<file path="config.mk">
export PLATFORM = sky130hd
export DESIGN_NAME = boot_config_status
export DESIGN_NICKNAME = d
export VERILOG_FILES = /design/src/boot_cfg_pkg.sv /design/src/lan_addr_rom.sv /design/src/boot_config_status.sv
export SDC_FILE = /design/constraint.sdc
export NUM_CORES = 1
export LEC_CHECK = 0
export BUFFER_PORTS_ARGS = -buffer_cell sky130_fd_sc_hd__buf_2
export CAP_MARGIN = 20
export CORE_UTILIZATION = 53
export CTS_CLUSTER_SIZE = 30
export DETAILED_ROUTE_END_ITERATION = 6
export PLACE_DENSITY_LB_ADDON = 0.25
export SETUP_SLACK_MARGIN = 0.02
export SYNTH_ARGS = -nofsm -noshare
export SYNTH_HDL_FRONTEND = slang
export SYNTH_HIERARCHICAL = 1
export SYNTH_SLANG_ARGS = --single-unit
</file>
<file path="constraint.sdc">
create_clock -name clk_sys_i -period 2.5 [get_ports clk_sys_i]
set_input_delay 0.25 -clock clk_sys_i [delete_from_list [all_inputs] [get_ports clk_sys_i]]
set_output_delay 0.25 -clock clk_sys_i [all_outputs]
set_load 0.05 [all_outputs]
</file>
<file path="src/boot_cfg_pkg.sv">
// Purpose: constants for the boot configuration and status register
// Assumes: 25 MHz system clock, longword reads from processor I/O space
// Notes:   one register replicated over 32 longwords
// How it works
// - Bit 31 shows the remote boot jumper: 0 allows remote boots, 1 ignores them.
// - Bit 30 reads 0 for a sound console cable and 1 for faulty or reversed.
// - Cable test drives a signal out on one conductor and samples it back on another.
// - Bits 26:24 give the external storage bus node number.
// - Bits 18:16 give the internal storage bus node number.
// - Bits 15:8 give checksum byte 0 at offset 18 and byte 1 at offset 1C.
// - ROM positions after the first eight bytes hold test data.
// - Bit 7 shows the break enable switch and ignores writes.
// - A console break halts the processor only while bit 7 is set.
// - The register repeats over 32 longwords with only bits 15:8 varying.
package boot_cfg_pkg;
    localparam int          NUM_LONGWORDS   = 32;
    localparam int          IDX_W           = 5;
    localparam int          ADDR_LSB        = 2;
    localparam int          BIT_NET_INHIBIT = 31;
    localparam int          BIT_CABLE_FAULT = 30;
    localparam int          EXT_NODE_LSB    = 24;
    localparam int          INT_NODE_LSB    = 16;
    localparam int          LAN_BYTE_LSB    = 8;
    localparam int          BIT_HALT_ENB    = 7;
    localparam logic [31:0] UNDEF_FILL      = 32'h0000_0000;
    localparam logic [31:0] RDATA_RESET     = 32'h0000_0000;
    localparam logic [4:0]  CKSUM0_IDX      = 5'h06;
    localparam logic [4:0]  CKSUM1_IDX      = 5'h07;
    localparam logic [4:0]  TEST_FIRST_IDX  = 5'h08;
    localparam int          CABLE_TEST_NS   = 2000;
    localparam int          CLK_NS          = 40;
    localparam int          CABLE_TEST_CYC  =
        (CABLE_TEST_NS + CLK_NS - 1) / CLK_NS;
endpackage

</file>
<file path="src/lan_addr_rom.sv">
// Purpose: station address ROM, 32 bytes, registered read data
// Assumes: contents fixed at elaboration
// Notes:   bytes 8 and up hold test pattern data
`timescale 1ns/10ps
module lan_addr_rom
    import boot_cfg_pkg::*;
#(
    parameter logic [47:0] STATION_ADDR = 48'h0000_0000_0000
) (
    input  wire logic             clk_sys_i,
    input  wire logic             rst_n_i,
    input  wire logic [IDX_W-1:0] idx_i,
    output logic      [7:0]       byte_o
);
    logic [7:0] byte_d;
    logic [15:0] cksum;

    // Simple additive checksum over the six address bytes
    always_comb begin
        cksum = 16'h0000;
        for (int i = 0; i < 6; i++) begin
            cksum = cksum + {8'h00, STATION_ADDR[i*8 +: 8]};
        end
    end

    always_comb begin
        if (idx_i < CKSUM0_IDX) begin
            byte_d = STATION_ADDR[idx_i*8 +: 8];
        end else if (idx_i == CKSUM0_IDX) begin
            byte_d = cksum[7:0];
        end else if (idx_i == CKSUM1_IDX) begin
            byte_d = cksum[15:8];
        end else begin
            // Alternating pattern marks the test area
            byte_d = {3'h5, idx_i} ^ 8'hAA;
        end
    end

    always_ff @(posedge clk_sys_i or negedge rst_n_i) begin
        if (!rst_n_i) begin
            byte_o <= 8'h00;
        end else begin
            byte_o <= byte_d;
        end
    end
endmodule

</file>
<file path="src/boot_config_status.sv">
// Purpose: read-only boot configuration and status register
// Assumes: read strobe and address synchronous to clk_sys_i
// Notes:   read data valid two cycles after the strobe; writes ignored
`timescale 1ns/10ps
module boot_config_status
    import boot_cfg_pkg::*;
#(
    parameter logic [47:0] STATION_ADDR = 48'h0000_0000_0000
) (
    input  wire logic        clk_sys_i,
    input  wire logic        nrst_i,
    input  wire logic        rd_i,
    input  wire logic        wr_i,
    input  wire logic [6:0]  addr_i,
    output logic      [31:0] rdata_o,
    output logic             rvalid_o,
    input  wire logic        net_boot_inhibit_i,
    input  wire logic        halt_on_break_enable_i,
    input  wire logic [2:0]  external_storage_node_id_i,
    input  wire logic [2:0]  internal_storage_node_id_i,
    output logic             cable_test_o,
    input  wire logic        cable_return_i,
    input  wire logic        break_detect_i,
    output logic             halt_req_o
);
    localparam int SYNC_W = 8;
    localparam int RET_W  = 2;

    // Synchroniser word order: inhibit, halt enable, external, internal
    logic [1:0]        rst_sync_q;
    logic [1:0]        rst_sync_d;
    logic              rst_n;
    logic [SYNC_W-1:0] sync_in;
    logic [SYNC_W-1:0] sync1_q;
    logic [SYNC_W-1:0] sync1_d;
    logic [SYNC_W-1:0] sync2_q;
    logic [SYNC_W-1:0] sync2_d;
    logic [RET_W-1:0]  ret_in;
    logic [RET_W-1:0]  ret1_q;
    logic [RET_W-1:0]  ret1_d;
    logic [RET_W-1:0]  ret2_q;
    logic [RET_W-1:0]  ret2_d;
    logic [15:0]       tcnt_q;
    logic [15:0]       tcnt_d;
    logic              drive_q;
    logic              drive_d;
    logic              fault_q;
    logic              fault_d;
    logic              bad_q;
    logic              bad_d;
    logic              mismatch;
    logic              period_end;
    logic [IDX_W-1:0]  rom_idx;
    logic [7:0]        lan_addr;
    logic              take_rd;
    logic              rd_q;
    logic              rd_d;
    logic [31:0]       rdata_d;
    logic [31:0]       rdata_next;
    logic              rvalid_d;
    logic              halt_d;

    // Refuse package values the fixed-width logic cannot serve
    if (NUM_LONGWORDS != (1 << IDX_W)) begin : g_chk_idx
        $error("longword count does not match index width");
    end
    if (ADDR_LSB + IDX_W > 7) begin : g_chk_addr
        $error("longword index does not fit the address port");
    end
    if (CABLE_TEST_CYC < 8 || CABLE_TEST_CYC > 65535) begin : g_chk_cbl
        $error("cable test period out of range");
    end
    if (TEST_FIRST_IDX != CKSUM1_IDX + 5'h01) begin : g_chk_rom
        $error("test area must follow the checksum bytes");
    end
    if (BIT_HALT_ENB >= LAN_BYTE_LSB) begin : g_chk_fields
        $error("halt enable bit overlaps the address byte");
    end

    // Release is synchronised; assertion stays asynchronous
    always_comb begin
        rst_sync_d = {rst_sync_q[0], 1'b1};
    end

    always_ff @(posedge clk_sys_i or negedge nrst_i) begin
        if (!nrst_i) begin
            rst_sync_q <= 2'h0;
        end else begin
            rst_sync_q <= rst_sync_d;
        end
    end
    assign rst_n = rst_sync_q[1];

    assign sync_in = {net_boot_inhibit_i, halt_on_break_enable_i,
                      external_storage_node_id_i,
                      internal_storage_node_id_i};
    assign ret_in  = {cable_return_i, break_detect_i};

    // Two stages keep a slow switch edge from reaching a read
    always_comb begin
        sync1_d = sync_in;
        sync2_d = sync1_q;
        ret1_d  = ret_in;
        ret2_d  = ret1_q;
    end

    always_ff @(posedge clk_sys_i or negedge rst_n) begin
        if (!rst_n) begin
            sync1_q <= '0;
            sync2_q <= '0;
            ret1_q  <= '0;
            ret2_q  <= '0;
        end else begin
            sync1_q <= sync1_d;
            sync2_q <= sync2_d;
            ret1_q  <= ret1_d;
            ret2_q  <= ret2_d;
        end
    end

    // Return lags the drive by three edges, so early cycles are skipped
    assign mismatch   = ret2_q[1] != drive_q;
    assign period_end = tcnt_q == 16'(CABLE_TEST_CYC - 1);

    always_comb begin
        tcnt_d  = tcnt_q + 16'h0001;
        drive_d = drive_q;
        fault_d = fault_q;
        bad_d   = bad_q;
        if (period_end) begin
            tcnt_d  = 16'h0000;
            fault_d = bad_q | mismatch;
            bad_d   = 1'b0;
            drive_d = ~drive_q;
        end else if (tcnt_q > 16'h0003 && mismatch) begin
            bad_d = 1'b1;
        end
    end

    // Fault reads set until the first full period has been judged
    always_ff @(posedge clk_sys_i or negedge rst_n) begin
        if (!rst_n) begin
            tcnt_q  <= 16'h0000;
            drive_q <= 1'b0;
            fault_q <= 1'b1;
            bad_q   <= 1'b0;
        end else begin
            tcnt_q  <= tcnt_d;
            drive_q <= drive_d;
            fault_q <= fault_d;
            bad_q   <= bad_d;
        end
    end
    assign cable_test_o = drive_q;

    // Bits 6:2 pick the longword; byte lanes are not decoded
    assign rom_idx = addr_i[ADDR_LSB +: IDX_W];

    lan_addr_rom #(
        .STATION_ADDR (STATION_ADDR)
    ) u_rom (
        .clk_sys_i (clk_sys_i),
        .rst_n_i   (rst_n),
        .idx_i     (rom_idx),
        .byte_o    (lan_addr)
    );

    // A write, or a read flagged as a write, is never answered
    assign take_rd = rd_i & ~wr_i;

    // Undefined bits are fixed so a careless read is repeatable
    always_comb begin
        rdata_d = UNDEF_FILL;
        rdata_d[BIT_NET_INHIBIT] = sync2_q[7];
        rdata_d[BIT_CABLE_FAULT] = fault_q;
        rdata_d[EXT_NODE_LSB +: 3] = sync2_q[5:3];
        rdata_d[INT_NODE_LSB +: 3] = sync2_q[2:0];
        rdata_d[LAN_BYTE_LSB +: 8] = lan_addr;
        rdata_d[BIT_HALT_ENB] = sync2_q[6];
    end

    // ROM data lags one cycle, so answer two cycles after the strobe
    always_comb begin
        rd_d       = take_rd;
        rvalid_d   = rd_q;
        rdata_next = rd_q ? rdata_d : rdata_o;
        halt_d     = ret2_q[0] & sync2_q[6];
    end

    always_ff @(posedge clk_sys_i or negedge rst_n) begin
        if (!rst_n) begin
            rd_q     <= 1'b0;
            rvalid_o <= 1'b0;
        end else begin
            rd_q     <= rd_d;
            rvalid_o <= rvalid_d;
        end
    end

    // Word holds until the next answer, so a late sample still sees it
    always_ff @(posedge clk_sys_i or negedge rst_n) begin
        if (!rst_n) begin
            rdata_o <= RDATA_RESET;
        end else begin
            rdata_o <= rdata_next;
        end
    end

    // Halt is a level: it follows break only while the switch enables it
    always_ff @(posedge clk_sys_i or negedge rst_n) begin
        if (!rst_n) begin
            halt_req_o <= 1'b0;
        end else begin
            halt_req_o <= halt_d;
        end
    end
endmodule

</file>
==> impl_metrics.toml <==
[status]
status = "completed"

[floorplan]
fp.dieH_um = 70.1
fp-row-count = 24
start_util_pct = 55.8
dieArea_mm2 = 0.00492
io_pins = 56
fp.dieW_um = 70.1
core-area_mm2 = 0.00441

[timing]
tns_ps = 0
fmax_mhz = 508
setup_slack_ps = 531
worstMarginPinSlew_ps = 688
hold_viol_final = 0
slew_violations = 0
finClkSkew_ps = 8.56
rsz0062_at_grt = "no"
fin_crit_sh_pct = 78.8
post-route-min-period_ps = 1970
slew_headroom_pct = 54.1
hold-worst-slack_ps = 19.6
finalSetupViolations = 0

[power]
irDropWorstVdd_v = 0.000602
p_clk_share_pct = 39.0
seqPwrFrac_pct = 47.6
internal-power_mw = 1.78
swShare_pct = 27.3
combPwrFrac_pct = 13.4
p_switching_mw = 0.666
p_leak_nw = 1.43
powerDensity_mw_per_mm2 = 827

[clock_tree]
cts.htree.levels = 3
cts_resized = 0
cts-buffers-inserted = 9
cts_root_buf = "clkbuf_8"
cts_tree = "yes"
postCtsSetupBuffers = 0
ctsHoldBuffers = 5
clock_latency_ps = 340
path_clk_slew_ps = 70
ctsLongestPathBuffers = 2
cts_sinks = 66

[finish]
fin_area_mm2 = 0.00295
nets = 251
num-fill-cells = 330
num_antenna_cells = 0
final_common_cell = "dfrtp_1"
area_growth_pct = 20.0
seq_area_mm2 = 0.00165
drive_gt1_share_pct = 33.9
final_cell_mix = "dfrtp_1, buf_2, conb_1"
multiInputGateArea_um2 = 711

[detailed_routing]
m1WireLength_mm = 1.62
route.met3.wl_um = 223
via_per_inst = 4.91
post-route-drc-count = 0
drt_iter0_markers = 48
num_vias = 1400
wl_per_cell_um = 13.7
drt_first_pass_iters = 4
drtAntennaViolNets = 0
dr_wl_met2_mm = 2.01
routed.top_layer = "met4"
wl_mm = 3.90

[critical_path]
criticalPathCategory = "reg -> reg"
arrival_ps = 2230
cp_num_cells = 3
cp-startpoint = "tcnt_q[10]$_DFF_PN0_"
crit_chain = "or4_1 -> nor4_4 -> mux2_4"
r2r_cells = 3
crit_fanout = 7
r2r-end = "fault_q$_DFFE_PN1N_"
start_kind = "register"
required_ps = 2760
slowest_stage = "or4_1"
r2r-start = "tcnt_q[10]$_DFF_PN0_"
worst-path-buf-inv = 0
cpPeakStageDelay_ps = 600
crit_path_end_kind = "register"
rrSetupSlack_ps = 530
crit_family = "simple AND/OR/NAND/NOR gates"

[synthesis]
netlist_area_mm2 = 0.00246
synth_compound_area_share_pct = 2.03
synth_seq_area_share_pct = 67.2
synth_cell_types = 33
synth_edf_count = 0
synth_xor_area_share_pct = 5.34
synthAdderAreaFrac_pct = 1.02
synthArstFlopShare_pct = 100
synth-simple-area-share_pct = 9.20
syn_avg_cell_area_um2 = 14.2
synth_mux_area_share_pct = 8.39
postSynthCellCount = 173
synth_ff_type = "dfrtp_1"
synth_seq_cells = 66
synth_top_family_by_area = "simple AND/OR/NAND/NOR gates"
yosysWarnings = 6

[placement]
dpl.hpwl_mm = 2.69
place_ws_ps = 558
port_buffers = 38
place.gp.congestion = 0.798
dpl_cell_area_mm2 = 0.00265

[hold_path]
holdPathStages = 1
min_to = "sync1_q[1]$_DFF_PN0_"
holdCritStartpoint = "internal_storage_node_id_i[1]"
hold_class = "in -> reg"

[global_routing]
grt-ovfl-total = 0
grtUsageTotal_pct = 18.3
grt_pass1_wl_mm = 6.54
grt_pass1_vias = 1436
grt_max_degree = 39
antenna_found_initial = 0

[job]
maxCapViolations = 0
## flip-flops by register name, indices dropped and copies added, names as in the netlist, 2 cells and up
register	flops
rdata_o	17
ret1_q	2
ret2_q	2
rst_sync_q	2
sync1_q	8
sync2_q	8
tcnt_q	16
u_rom/byte_o	5
## through the flow
step	std cells	utilization (%)	power (mW)
2_1_floorplan	189	-	1.45
3_3_place_gp	260	59.9	1.49
3_5_place_dp	260	59.9	1.50
4_1_cts	281	66.0	2.47
5_1_grt	285	66.9	2.55
6_report	285	66.9	2.44
## layer usage
layer  vias up  GRT usage [%]
met3         5           8.95
li1        655              -
met1       699           20.3
met4         0           9.33
met5         -              0
met2        41           29.2
## worst max-delay path by stage
| stage | end | slack (ps) |
|---|---|---|
| final | fault_q$_DFFE_PN1N_ | 530 |
| after global routing | fault_q$_DFFE_PN1N_ | 460 |
| after CTS | fault_q$_DFFE_PN1N_ | 540 |
| after detailed placement | fault_q$_DFFE_PN1N_ | 560 |
| after global placement | fault_q$_DFFE_PN1N_ | 570 |
| after floorplan | bad_q$_DFFE_PN0P_ | 530 |
## power groups by stage
stage	logic [mW]	clock network, mW	registers, mW
after global placement	0.313	0	1.18
after detailed placement	0.318	0	1.19
after global routing	0.341	1.04	1.17
after floorplan	0.118	0	1.33
final	0.326	0.953	1.16
after CTS	0.325	0.982	1.17
## Yosys cell counts (2+ instances only)
cell type	instances	area (um^2)
buf_4	18	135
clkbuf_1	2	7.51
conb_1	3	11.3
dfrtp_1	65	1630
ha_1	2	25.0
inv_1	3	11.3
mux2_2	17	191
nand2_1	3	11.3
nand3_1	8	40.0
nand4_1	3	18.8
nor2_1	5	18.8
nor3_1	5	25.0
nor4_1	4	25.0
o21a_1	2	15.0
or4_1	2	15.0
xnor2_1	7	61.3
xor2_1	8	70.1
## cells by family (layout without fill, tap and decap cells)
kind of cell,count (synthesis),in the layout
buffers and inverters,24,68
DFF,66,66
xor gates and xnor gates,15,15
AOI/OAI and AO/OA,7,7
muxes,18,18
and+or+nand+nor,38,38
adders and majority gates,2,2
other,3,19
## area by class of cell
cell class / instances / share of cell area, %
tap: 52 / 2.20
multi-input combinational: 99 / 24.1
clock inverter: 6 / 3.01
clock buffer: 10 / 4.32
timing repair buffer: 49 / 10.0
sequential: 66 / 56.0
inverter: 3 / 0.381
(Power assumes the default switching activity.)
